--- src/dtc_pkg.sv ---
package dtc_pkg;
  localparam int unsigned           ADDR_W       = 6;
  localparam int unsigned           DATA_W       = 16;
  localparam int unsigned           NUM_CH       = 16;
  // Register word addresses
  localparam logic [ADDR_W-1:0]     OFF_CH_DATA  = 6'h00;
  localparam logic [ADDR_W-1:0]     OFF_MODE_A   = 6'h10;
  localparam logic [ADDR_W-1:0]     OFF_TIMER_A  = 6'h14;
  localparam logic [ADDR_W-1:0]     OFF_TIMER_B  = 6'h15;
  localparam logic [ADDR_W-1:0]     OFF_RELOAD_A = 6'h16;
  localparam logic [ADDR_W-1:0]     OFF_RELOAD_B = 6'h17;
  localparam logic [ADDR_W-1:0]     OFF_TCTRL    = 6'h18;
  localparam logic [ADDR_W-1:0]     OFF_IRQC_A   = 6'h19;
  localparam logic [ADDR_W-1:0]     OFF_IRQC_B   = 6'h1A;
  // Timer control fields, timer A at base 0, timer B at base 8
  localparam int unsigned           TC_B_BASE    = 8;
  localparam int unsigned           TC_RUN_POS   = 0;
  localparam int unsigned           TC_MODE_POS  = 1;
  localparam int unsigned           TC_SEL_POS   = 2;
  // Interrupt control fields
  localparam int unsigned           IC_FLAG_POS  = 7;
  localparam int unsigned           IC_EN_POS    = 6;
  localparam int unsigned           IC_LVL_W     = 6;
  // Mode control fields per channel nibble
  localparam int unsigned           MC_ALLOC_POS = 3;
  // Reset values
  localparam logic [DATA_W-1:0]     RELOAD_RST   = 16'h0000;
  localparam logic [DATA_W-1:0]     TIMER_RST    = 16'h0000;
  localparam logic [DATA_W-1:0]     TIMER_MAX    = 16'hFFFF;
  // Counter-mode input select codes
  localparam logic [2:0]            SEL_GT6      = 3'h0;
  localparam logic [2:0]            SEL_RISE     = 3'h1;
  localparam logic [2:0]            SEL_FALL     = 3'h2;
  localparam logic [2:0]            SEL_ANY      = 3'h3;
  // Channel mode codes
  localparam logic [2:0]            MODE_OFF     = 3'h0;
  localparam logic [2:0]            MODE_CAP_R   = 3'h1;
  localparam logic [2:0]            MODE_CAP_F   = 3'h2;
  localparam logic [2:0]            MODE_CAP_B   = 3'h3;
  localparam logic [2:0]            MODE_CMP0    = 3'h4;
  localparam logic [2:0]            MODE_CMP1    = 3'h5;
  localparam logic [2:0]            MODE_CMP2    = 3'h6;
  localparam logic [2:0]            MODE_CMP3    = 3'h7;
  localparam int unsigned           BANK_SIZE    = 8;
endpackage : dtc_pkg

--- src/dtc_unit.sv ---
`timescale 1ns/1ps
//Contract
// - Counter mode clocks from pin or timer six
// - Timer B counts only timer-six events, code 000
// - Timer A pin edge: rising, falling or both
// - Select codes decode; 1XX reserved counts nothing
// - Timers count only while run flag set
// - Trigger at FFFF: flag irq, load reload value
// - Reload registers reset to 0000, word access
// - Overflow sets flag; enable gates interrupt output
// - Each timer has own interrupt control register
// - Sixteen 16-bit channel registers on timer A/B
// - Four mode registers: allocation bit, mode field
// - Mode 000 disables; register is plain storage
// - Modes 001/010/011 capture rising/falling/both
// - Modes 100/101 multi-event interrupt; 101 toggle output
// - Modes 110/111 one event; 111 set/reset output
// - Capture copies timer, pulses channel interrupt
// - Compare matches on exact equality only
// - Compare only cycle after hardware increment
// - Compare modes 0 and 2 leave output alone
// - Double-register compare shares one output
// - Same value fires once until next increment
// - No compare events until timer incremented
module dtc_unit (
  input  wire logic        clk_i,
  input  wire logic        rst_i,
  input  wire logic        ce_i,
  input  wire logic [5:0]  addr_i,
  input  wire logic [15:0] wr_data_i,
  input  wire logic        wr_i,
  input  wire logic        rd_i,
  output logic      [15:0] rd_data_o,
  input  wire logic        timer_a_count_pin_i,
  input  wire logic        general_timer_six_ovf_i,
  input  wire logic [15:0] channel_pin_i,
  output logic      [15:0] channel_out_o,
  output logic      [15:0] channel_irq_line_o,
  output logic             timer_a_irq_o,
  output logic             timer_b_irq_o
);

  typedef struct packed {
    logic [1:0][15:0]  timer;
    logic [1:0][15:0]  reload;
    logic [1:0]        run;
    logic [1:0]        cmode;
    logic [1:0][2:0]   sel;
    logic [1:0]        tflag;
    logic [1:0]        tie;
    logic [1:0][5:0]   tlvl;
    logic [3:0][15:0]  mctrl;
    logic [15:0][15:0] data;
    logic [15:0]       pin_prev;
    logic              cpin_prev;
    logic [1:0]        incd;
    logic [1:0]        ovfd;
    logic [15:0]       blk;
    logic [15:0]       outv;
    logic [15:0]       chirq;
    logic [1:0]        tirq;
    logic [15:0]       rdata;
  } dtc_state_t;

  dtc_state_t q_reg;
  dtc_state_t q_next;
  logic [1:0]  trig;
  logic [1:0]  wr_tmr;
  logic [15:0] cap;
  logic [15:0] match;
  logic [15:0] tog;

  function automatic logic [2:0] ch_mode(input logic [3:0][15:0] mc, input int unsigned ch);
    logic [15:0] r;
    r = mc[ch/4];
    ch_mode = r[(ch%4)*4 +: 3];
  endfunction : ch_mode

  function automatic logic ch_alloc(input logic [3:0][15:0] mc, input int unsigned ch);
    logic [15:0] r;
    r = mc[ch/4];
    ch_alloc = r[(ch%4)*4 + dtc_pkg::MC_ALLOC_POS];
  endfunction : ch_alloc

  function automatic logic [15:0] ic_word(input logic f, input logic e, input logic [5:0] l);
    ic_word = {8'h00, f, e, l};
  endfunction : ic_word

  always_comb begin
    logic       rise_a;
    logic       fall_a;
    logic [2:0] m;
    logic [15:0] tv;
    logic       a;
    q_next = q_reg;
    rise_a = timer_a_count_pin_i && !q_reg.cpin_prev;
    fall_a = !timer_a_count_pin_i && q_reg.cpin_prev;
    m  = 3'h0;
    tv = 16'h0000;
    a  = 1'b0;
    q_next.cpin_prev = timer_a_count_pin_i;
    q_next.pin_prev  = channel_pin_i;
    q_next.chirq     = 16'h0000;
    q_next.rdata     = 16'h0000;
    wr_tmr[0] = wr_i && addr_i == dtc_pkg::OFF_TIMER_A;
    wr_tmr[1] = wr_i && addr_i == dtc_pkg::OFF_TIMER_B;
    // Count triggers
    trig[0] = 1'b0;
    if (q_reg.run[0]) begin
      if (!q_reg.cmode[0]) begin
        trig[0] = 1'b1;
      end else begin
        unique case (q_reg.sel[0])
          dtc_pkg::SEL_GT6:  trig[0] = general_timer_six_ovf_i;
          dtc_pkg::SEL_RISE: trig[0] = rise_a;
          dtc_pkg::SEL_FALL: trig[0] = fall_a;
          dtc_pkg::SEL_ANY:  trig[0] = rise_a || fall_a;
          default:           trig[0] = 1'b0;
        endcase
      end
    end
    trig[1] = 1'b0;
    if (q_reg.run[1]) begin
      if (!q_reg.cmode[1]) begin
        trig[1] = 1'b1;
      end else begin
        trig[1] = q_reg.sel[1] == dtc_pkg::SEL_GT6 && general_timer_six_ovf_i;
      end
    end
    // Timer update; a software write wins and never arms the comparator
    for (int t = 0; t < 2; t++) begin
      q_next.incd[t] = 1'b0;
      q_next.ovfd[t] = 1'b0;
      if (wr_tmr[t]) begin
        q_next.timer[t] = wr_data_i;
      end else if (trig[t]) begin
        q_next.incd[t] = 1'b1;
        if (q_reg.timer[t] == dtc_pkg::TIMER_MAX) begin
          q_next.timer[t] = q_reg.reload[t];
          q_next.ovfd[t]  = 1'b1;
        end else begin
          q_next.timer[t] = q_reg.timer[t] + 16'h0001;
        end
      end
    end
    // Register writes
    if (wr_i) begin
      unique case (addr_i)
        dtc_pkg::OFF_RELOAD_A: q_next.reload[0] = wr_data_i;
        dtc_pkg::OFF_RELOAD_B: q_next.reload[1] = wr_data_i;
        dtc_pkg::OFF_TCTRL: begin
          q_next.run[0]   = wr_data_i[dtc_pkg::TC_RUN_POS];
          q_next.cmode[0] = wr_data_i[dtc_pkg::TC_MODE_POS];
          q_next.sel[0]   = wr_data_i[dtc_pkg::TC_SEL_POS +: 3];
          q_next.run[1]   = wr_data_i[dtc_pkg::TC_B_BASE + dtc_pkg::TC_RUN_POS];
          q_next.cmode[1] = wr_data_i[dtc_pkg::TC_B_BASE + dtc_pkg::TC_MODE_POS];
          q_next.sel[1]   = wr_data_i[dtc_pkg::TC_B_BASE + dtc_pkg::TC_SEL_POS +: 3];
        end
        dtc_pkg::OFF_IRQC_A: begin
          q_next.tflag[0] = wr_data_i[dtc_pkg::IC_FLAG_POS];
          q_next.tie[0]   = wr_data_i[dtc_pkg::IC_EN_POS];
          q_next.tlvl[0]  = wr_data_i[dtc_pkg::IC_LVL_W-1:0];
        end
        dtc_pkg::OFF_IRQC_B: begin
          q_next.tflag[1] = wr_data_i[dtc_pkg::IC_FLAG_POS];
          q_next.tie[1]   = wr_data_i[dtc_pkg::IC_EN_POS];
          q_next.tlvl[1]  = wr_data_i[dtc_pkg::IC_LVL_W-1:0];
        end
        default: begin
          if (addr_i[5:4] == 2'b00) begin
            q_next.data[addr_i[3:0]] = wr_data_i;
          end else if (addr_i[5:2] == dtc_pkg::OFF_MODE_A[5:2]) begin
            q_next.mctrl[addr_i[1:0]] = wr_data_i;
          end
        end
      endcase
    end
    // Overflow flags; hardware set wins over a clearing write
    for (int t = 0; t < 2; t++) begin
      if (trig[t] && !wr_tmr[t] && q_reg.timer[t] == dtc_pkg::TIMER_MAX) begin
        q_next.tflag[t] = 1'b1;
      end
      q_next.tirq[t] = q_next.tflag[t] && q_next.tie[t];
    end
    // Channels
    cap   = 16'h0000;
    match = 16'h0000;
    tog   = 16'h0000;
    for (int c = 0; c < dtc_pkg::NUM_CH; c++) begin
      m  = ch_mode(q_reg.mctrl, c);
      a  = ch_alloc(q_reg.mctrl, c);
      tv = q_reg.timer[a];
      unique case (m)
        dtc_pkg::MODE_CAP_R: cap[c] = channel_pin_i[c] && !q_reg.pin_prev[c];
        dtc_pkg::MODE_CAP_F: cap[c] = !channel_pin_i[c] && q_reg.pin_prev[c];
        dtc_pkg::MODE_CAP_B: cap[c] = channel_pin_i[c] != q_reg.pin_prev[c];
        default:             cap[c] = 1'b0;
      endcase
      if (cap[c]) begin
        q_next.data[c]  = tv;
        q_next.chirq[c] = 1'b1;
      end
      // Comparator armed only the cycle after a hardware increment
      if (m[2] && q_reg.incd[a] && q_reg.data[c] == tv) begin
        match[c] = !(m[1] && q_reg.blk[c]);
      end
      if (q_reg.ovfd[a]) begin
        q_next.blk[c] = 1'b0;
      end
      if (match[c]) begin
        q_next.chirq[c] = 1'b1;
        if (m[1]) begin
          q_next.blk[c] = 1'b1;
        end
      end
      if (m == dtc_pkg::MODE_CMP3) begin
        if (match[c] && !q_reg.ovfd[a]) begin
          q_next.outv[c] = 1'b1;
        end else if (!match[c] && q_reg.ovfd[a]) begin
          q_next.outv[c] = 1'b0;
        end
      end
      if (m == dtc_pkg::MODE_CMP1 && match[c]) begin
        tog[c] = 1'b1;
      end
    end
    // Paired channel c+8 in mode 0 also toggles channel c in mode 1
    for (int c = 0; c < dtc_pkg::BANK_SIZE; c++) begin
      if (ch_mode(q_reg.mctrl, c) == dtc_pkg::MODE_CMP1 &&
          ch_mode(q_reg.mctrl, c + dtc_pkg::BANK_SIZE) == dtc_pkg::MODE_CMP0 &&
          match[c + dtc_pkg::BANK_SIZE]) begin
        tog[c] = !tog[c];
      end
    end
    q_next.outv = q_next.outv ^ tog;
    // Read data for the next cycle only
    if (rd_i) begin
      unique case (addr_i)
        dtc_pkg::OFF_TIMER_A:  q_next.rdata = q_reg.timer[0];
        dtc_pkg::OFF_TIMER_B:  q_next.rdata = q_reg.timer[1];
        dtc_pkg::OFF_RELOAD_A: q_next.rdata = q_reg.reload[0];
        dtc_pkg::OFF_RELOAD_B: q_next.rdata = q_reg.reload[1];
        dtc_pkg::OFF_TCTRL: begin
          q_next.rdata = {3'h0, q_reg.sel[1], q_reg.cmode[1], q_reg.run[1],
                          3'h0, q_reg.sel[0], q_reg.cmode[0], q_reg.run[0]};
        end
        dtc_pkg::OFF_IRQC_A: q_next.rdata = ic_word(q_reg.tflag[0], q_reg.tie[0], q_reg.tlvl[0]);
        dtc_pkg::OFF_IRQC_B: q_next.rdata = ic_word(q_reg.tflag[1], q_reg.tie[1], q_reg.tlvl[1]);
        default: begin
          if (addr_i[5:4] == 2'b00) begin
            q_next.rdata = q_reg.data[addr_i[3:0]];
          end else if (addr_i[5:2] == dtc_pkg::OFF_MODE_A[5:2]) begin
            q_next.rdata = q_reg.mctrl[addr_i[1:0]];
          end
        end
      endcase
    end
  end

  always_ff @(posedge clk_i or posedge rst_i) begin
    if (rst_i) begin
      q_reg        <= '0;
      q_reg.reload <= {dtc_pkg::RELOAD_RST, dtc_pkg::RELOAD_RST};
      q_reg.timer  <= {dtc_pkg::TIMER_RST, dtc_pkg::TIMER_RST};
    end else if (ce_i) begin
      q_reg <= q_next;
    end
  end

  assign rd_data_o          = q_reg.rdata;
  assign channel_out_o      = q_reg.outv;
  assign channel_irq_line_o = q_reg.chirq;
  assign timer_a_irq_o      = q_reg.tirq[0];
  assign timer_b_irq_o      = q_reg.tirq[1];
endmodule : dtc_unit

--- config.mk ---
export PLATFORM = sky130hd
export DESIGN_NAME = dtc_unit
export DESIGN_NICKNAME = d
export VERILOG_FILES = /design/src/dtc_pkg.sv /design/src/dtc_unit.sv
export SDC_FILE = /design/constraint.sdc
export NUM_CORES = 2
export LEC_CHECK = 0
export ABC_CLOCK_PERIOD_IN_PS = 27300
export BUFFER_PORTS_ARGS = -buffer_cell sky130_fd_sc_hd__buf_2
export CORE_MARGIN = 2
export CORE_UTILIZATION = 35
export CTS_CLUSTER_DIAMETER = 100
export CTS_CLUSTER_SIZE = 8
export DETAILED_ROUTE_END_ITERATION = 10
export GPL_TIMING_DRIVEN = 1
export SYNTH_ARGS = -nofsm -noshare
export SYNTH_HDL_FRONTEND = slang
export SYNTH_SLANG_ARGS = --single-unit
--- constraint.sdc ---
create_clock -name clk_i -period 27.3 [get_ports clk_i]
set_clock_uncertainty 0.1 [all_clocks]
set_input_delay 1.365 -clock clk_i [delete_from_list [all_inputs] [get_ports clk_i]]
set_output_delay 1.365 -clock clk_i [all_outputs]
set_load 0.02 [all_outputs]
Word level (Yosys, flattened, before mapping). Index checks and enable logic that the tools add are counted.

Multiplexer cells: 344. Add/subtract/negate cells: 2. Order comparisons: 20. Eq/ne operators: 149. Bitwise logic cells: 3. Reductions and logical operators: 312.

Operators by type and width (number): two-way mux 16 bit (61); two-way mux 336 bit (1); two-way mux 320 bit (1); bitwise mux 256 bit (1); equality test 16 bit (16); two-way mux 256 bit (1); two-way mux 1 bit (252); logical AND 1 bit (157); two-way mux 64 bit (2); equality test 3 bit (second input constant) (40); one-hot mux 16 bit (7 select lines) (1); equality test 3 x 2 -> 1 bit (second input constant) (34); logical NOT 1 bit (92); nonzero test 2 bit (34); binary-select mux 16 bit (select 4 bit) (1); bitwise mux 64 bit (1); demux 16 bit (select 4 bit) (1); AND reduction 4 bit (16); equality test 3 x 1 -> 1 bit (second input constant) (17); one-hot mux 1 bit (3 select lines) (16); equality test 6 x 5 -> 1 bit (second input constant) (7); adder 16 x 1 -> 16 bit (second input constant) (2); binary-select mux 16 bit (select 2 bit) (1); demux 16 bit (select 2 bit) (1); 20 further kinds (74).

Word-level logic and storage cells: 871. Flip-flop bits (word level): 497.

Longest topological paths before layout.
Depth after elaboration: 11. Gate-level depth with buffers: 11. Gate-level depth less buffers: 9.

Worst setup path before layout. No wires, ideal clock.

Path kind: input-to-reg. From: input addr_i[0]. To: register q_reg, in the netlist rd_data_o[11]. Stages on the path: 6. Setup slack: 23.751 ns. Data arrival time: 3.329 ns. Setup time: 0.121 ns. Path through: buf_2 buf_2 mux4_2 mux4_2 a221o_1 a22o_1.

Cells in the longest elaborated chain, start to end: 6.

Ends and longest elaborated chain: from (decl) (RTL line dtc_unit.sv:29) `input wire logic [5:0] addr_i,`; parallel branches: the longest is 4 deep, another holds binary-select mux 16 bit (select 4 bit); one-hot mux 16 bit (7 select lines) (*) (RTL line dtc_unit.sv:238) `unique case (addr_i)`; two-way mux 16 bit (*) (RTL line dtc_unit.sv:237) `if (rd_i) begin`; to (signal assigned) (RTL line dtc_unit.sv:266) `q_reg <= q_next;`; to (decl) (RTL line dtc_unit.sv:65) `dtc_state_t q_reg;`.

Every way passes the cells marked *. The select of a mux whose other input is x is not followed. A chain may end at the register's enable or synchronous reset.

Final worst setup path.
From: input addr_i[1]. To: register q_reg[226] (netlist bit).

Cells in the longest elaborated chain, start to end: 9.

Ends and longest elaborated chain: less-than comparator 4 x 5 -> 1 bit (implied by the code) / greater-or-equal comparator 4 x 1 -> 1 bit (equally long branches) (RTL line dtc_unit.sv:171) `q_next.data[addr_i[3:0]] = wr_data_i;`; logical AND 1 bit (implied by the code) (RTL line dtc_unit.sv:171); two-way mux 16 bit (implied by the code) (RTL line dtc_unit.sv:171); demux 16 bit (select 4 bit) (RTL line dtc_unit.sv:171); bitwise mux 256 bit (RTL line dtc_unit.sv:171); two-way mux 256 bit (RTL line dtc_unit.sv:170) `if (addr_i[5:4] == 2'b00) begin`; two-way mux 320 bit (RTL line dtc_unit.sv:148) `unique case (addr_i)`; two-way mux 336 bit (RTL line dtc_unit.sv:147) `if (wr_i) begin`; two-way mux 16 bit (RTL line dtc_unit.sv:199) `if (cap[c]) begin`.

Parallel ways exist; a longest one is shown, timed or not. The select of a mux whose other input is x is not followed.

==> metrics <==
Syn Inst Count 3,613; top post-synthesis cells by area dfrtp_1, mux2_2, mux4_2; TritonCTS Sinks 497; PwrDens 61.0 nW/µm²; DRT Pass-1 Iters 6; family with the most delay on the worst path buffers and inverters; worst path arrival time 5.04 ns; fmax 217 MHz; wire per inst 28.7 µm; DR DRC count 0; critical path capture point type register; Final period util 16.9%; die area 99,600 µm²; final setup fails 0; setup bufs post-CTS 0; Final TNS setup 0 ns; WS Path Type in -> reg; Layout area overhead 9.74%; share of the synthesized area in the top cell type 36.6%; HP Start q_reg[60]; worst-case reg-to-reg path depth 8; vias in the first global route 28,300; slowest CP cell and2_1; WP depth 8; Ports 95; Die Y-Extent 316 µm; Synth cell types 69; area of the multi-input gates 19,500 µm²; global-route wire length before repair 201,000 µm; max-slew violations 0; port bufs 94; synthesized area 34,000 µm²; NumNets Final 3,610; Placed Area 35,400 µm²; CTS Buf Count 72; num rows 114; reg2reg start q_reg[382]; Final Hold Violating Endpoints 0; initial antenna violation count 10; Crit. Startpoint addr_i[1]; cell taking the most area after synthesis dfrtp_1; minimum clock period 4.62 ns; GRT overflow 0; Final HPWL DP 93,300 µm; via count 29,800; syn nets 3,694; Reg area 12,400 µm²; Worst VDD drop 0.0449 mV; CTS Buffer Depth 3; register clock-pin slew on the reported worst setup and hold paths 0.05 ns; CTS H-tree lvls 3; FF-to-FF setup slack 22.84 ns; Pleak 0.0161 µW; placer congestion estimate 1.01; Fillers 9,652; register area share after synthesis 36.6%; Post-synth top flop dfrtp_1; DRT antenna net count 0; worst slew pin tran 1.49 ns; fin cells 4,815; Skew-Pair Late Insertion Delay 0.64 ns; Seq cells post-synth 497; share of synthesized registers carrying an async set or reset 100%; Initial Util 35.2%; HP Class reg -> reg; drt total wl 138,000 µm; TritonCTS clock tree done; Buf/Inv on CP 2; Critical R2R Capture channel_out_o[1]; MaxCap Viol Count 1; Die W 316 µm; failing checks capacitance limit; hold buffers post-CTS 0; layout cells sized above 1 21.8%; GR Util All Layers 27.4%; CP Launch Type input pin; Worst Path Required 27.73 ns; clk root buf clkbuf_16; pin count of the biggest net entering global routing 156; Inst Count DP 4,731; overall power 2270 µW; worst rel slew slack 0.00409%; Post-synth EDFFs 0; mean post-synth cell area 9.41 µm²; critical path fanouts, max 49; CP cell instances buf_4, buf_4, a21oi_1, a21oi_1, o21a_1, and2_1, a22oi_1, o21ai_0; First DRT Iteration DRCs 3,910; Worst path max stage delay 1.02 ns; post-cts repair resize count 0; crit path to q_reg[226]; status finished with violations; RSZ-0062 raised after global routing false; Finished Cell Area 37,300 µm²; synth warn 0; Via-to-Cell Ratio 6.18; Placeable Area 96,400 µm²; max reg flops 447
## layout make-up
type	count	share of cell area, %
Timing Repair Buffer	219	3.84
Clock inverter	7	0.242
Sequential cell	497	33.3
Inverter	106	1.09
Clock buffer	74	4.91
Antenna cell	3	0.0201
Tap cell	1276	4.28
Multi-Input combinational cell	2633	52.3
## cells by family after synthesis
family,Yosys count,synth area share [%]
XOR/XNOR,257,6.62
AND/OR/NAND/NOR,947,13.0
adder cells (fa/ha/maj),36,1.33
flip-flops,497,36.6
AO/OA/AOI/OAI,872,16.0
multiplexers,521,20.2
buffers and inverters,483,6.36
## per-layer routing
layer  share of wire [%]  track usage (%)  wire [µm]  vias up
met3                  11             6.60      14800      442
met2                  42             40.2      58600     1858
met1                  40             36.1      54900    14800
li1                    -                -          -    12700
met4                 7.3             17.7      10100        6
met5               0.024                0         33        -
## cells in the final DEF, fill, tap and decap left out, drive strengths merged, types with 6 or more instances in the layout
cell	synthesis	routed
inv	104	108
nand4b	10	10
mux2	324	324
nand2b	20	20
nand3	64	64
a31oi	31	31
buf	159	219
a21boi	8	8
a22o	16	16
or2	7	7
dfrtp	497	497
ha	36	36
nand2	424	424
nand4	27	27
nor3b	6	6
a22oi	207	207
a211oi	34	34
a221o	11	11
o22a	9	9
nor3	58	58
nor2	184	184
and2	18	18
nor2b	50	50
a21oi	163	163
and3	10	10
nand3b	11	11
o211ai	11	11
mux2i	100	100
clkbuf	218	74
xor2	179	179
xnor2	78	78
o21ai	314	314
nor4	47	47
o21a	6	6
a221oi	27	27
mux4	97	97
## worst min-delay path, cell delays in order, from the launching register on
cell and delay, ns:
dfrtp_1 0.34, nand2_1 0.05, nand2_1 0.05
## stage by stage
step	utilization, %	hold slack [ns]	setup WS (ns)
floorplan	-	0.337	11.96
detailed placement	36.7	0.357	22.22
global route	38.7	0.389	22.60
finish	38.7	0.370	22.68
global placement	36.7	0.348	22.27
CTS	38.7	0.369	22.82
## worst min-delay path by stage
stage,cells after the start,slack [ns],to
after floorplan,2,0.34,q_reg[58]
after global placement,2,0.35,q_reg[65]
after detailed placement,2,0.36,q_reg[54]
after CTS,2,0.37,q_reg[54]
after global routing,2,0.39,q_reg[60]
final,2,0.37,q_reg[60]
## Yosys cell counts (all sizes together) (4+ instances only)
cell type  count
nor4          47
nor2b         50
o31ai          4
a21oi        163
nand4b        10
a221oi        27
xor2         179
o22ai          5
nand3         64
mux2i        100
nand2b        20
a22oi        207
nand3b        11
ha            36
o211ai        11
a211oi        34
o22a           9
nand4         27
a31o           4
or2            7
nor3          58
nor3b          6
mux4          97
mux2         324
buf          159
a221o         11
inv          104
a22o          16
a31oi         31
dfrtp        497
o21ai        314
a2bb2oi        5
a21o           4
and2          18
clkbuf       218
o2111ai        4
xnor2         78
and3          10
o21a           6
a21boi         8
nor2         184
nand2        424
## power by group
part	internal [µW]	switching (µW)
clock	474	357
sequential	800	65.1
combinational	200	378
(Power assumes the default switching activity.)
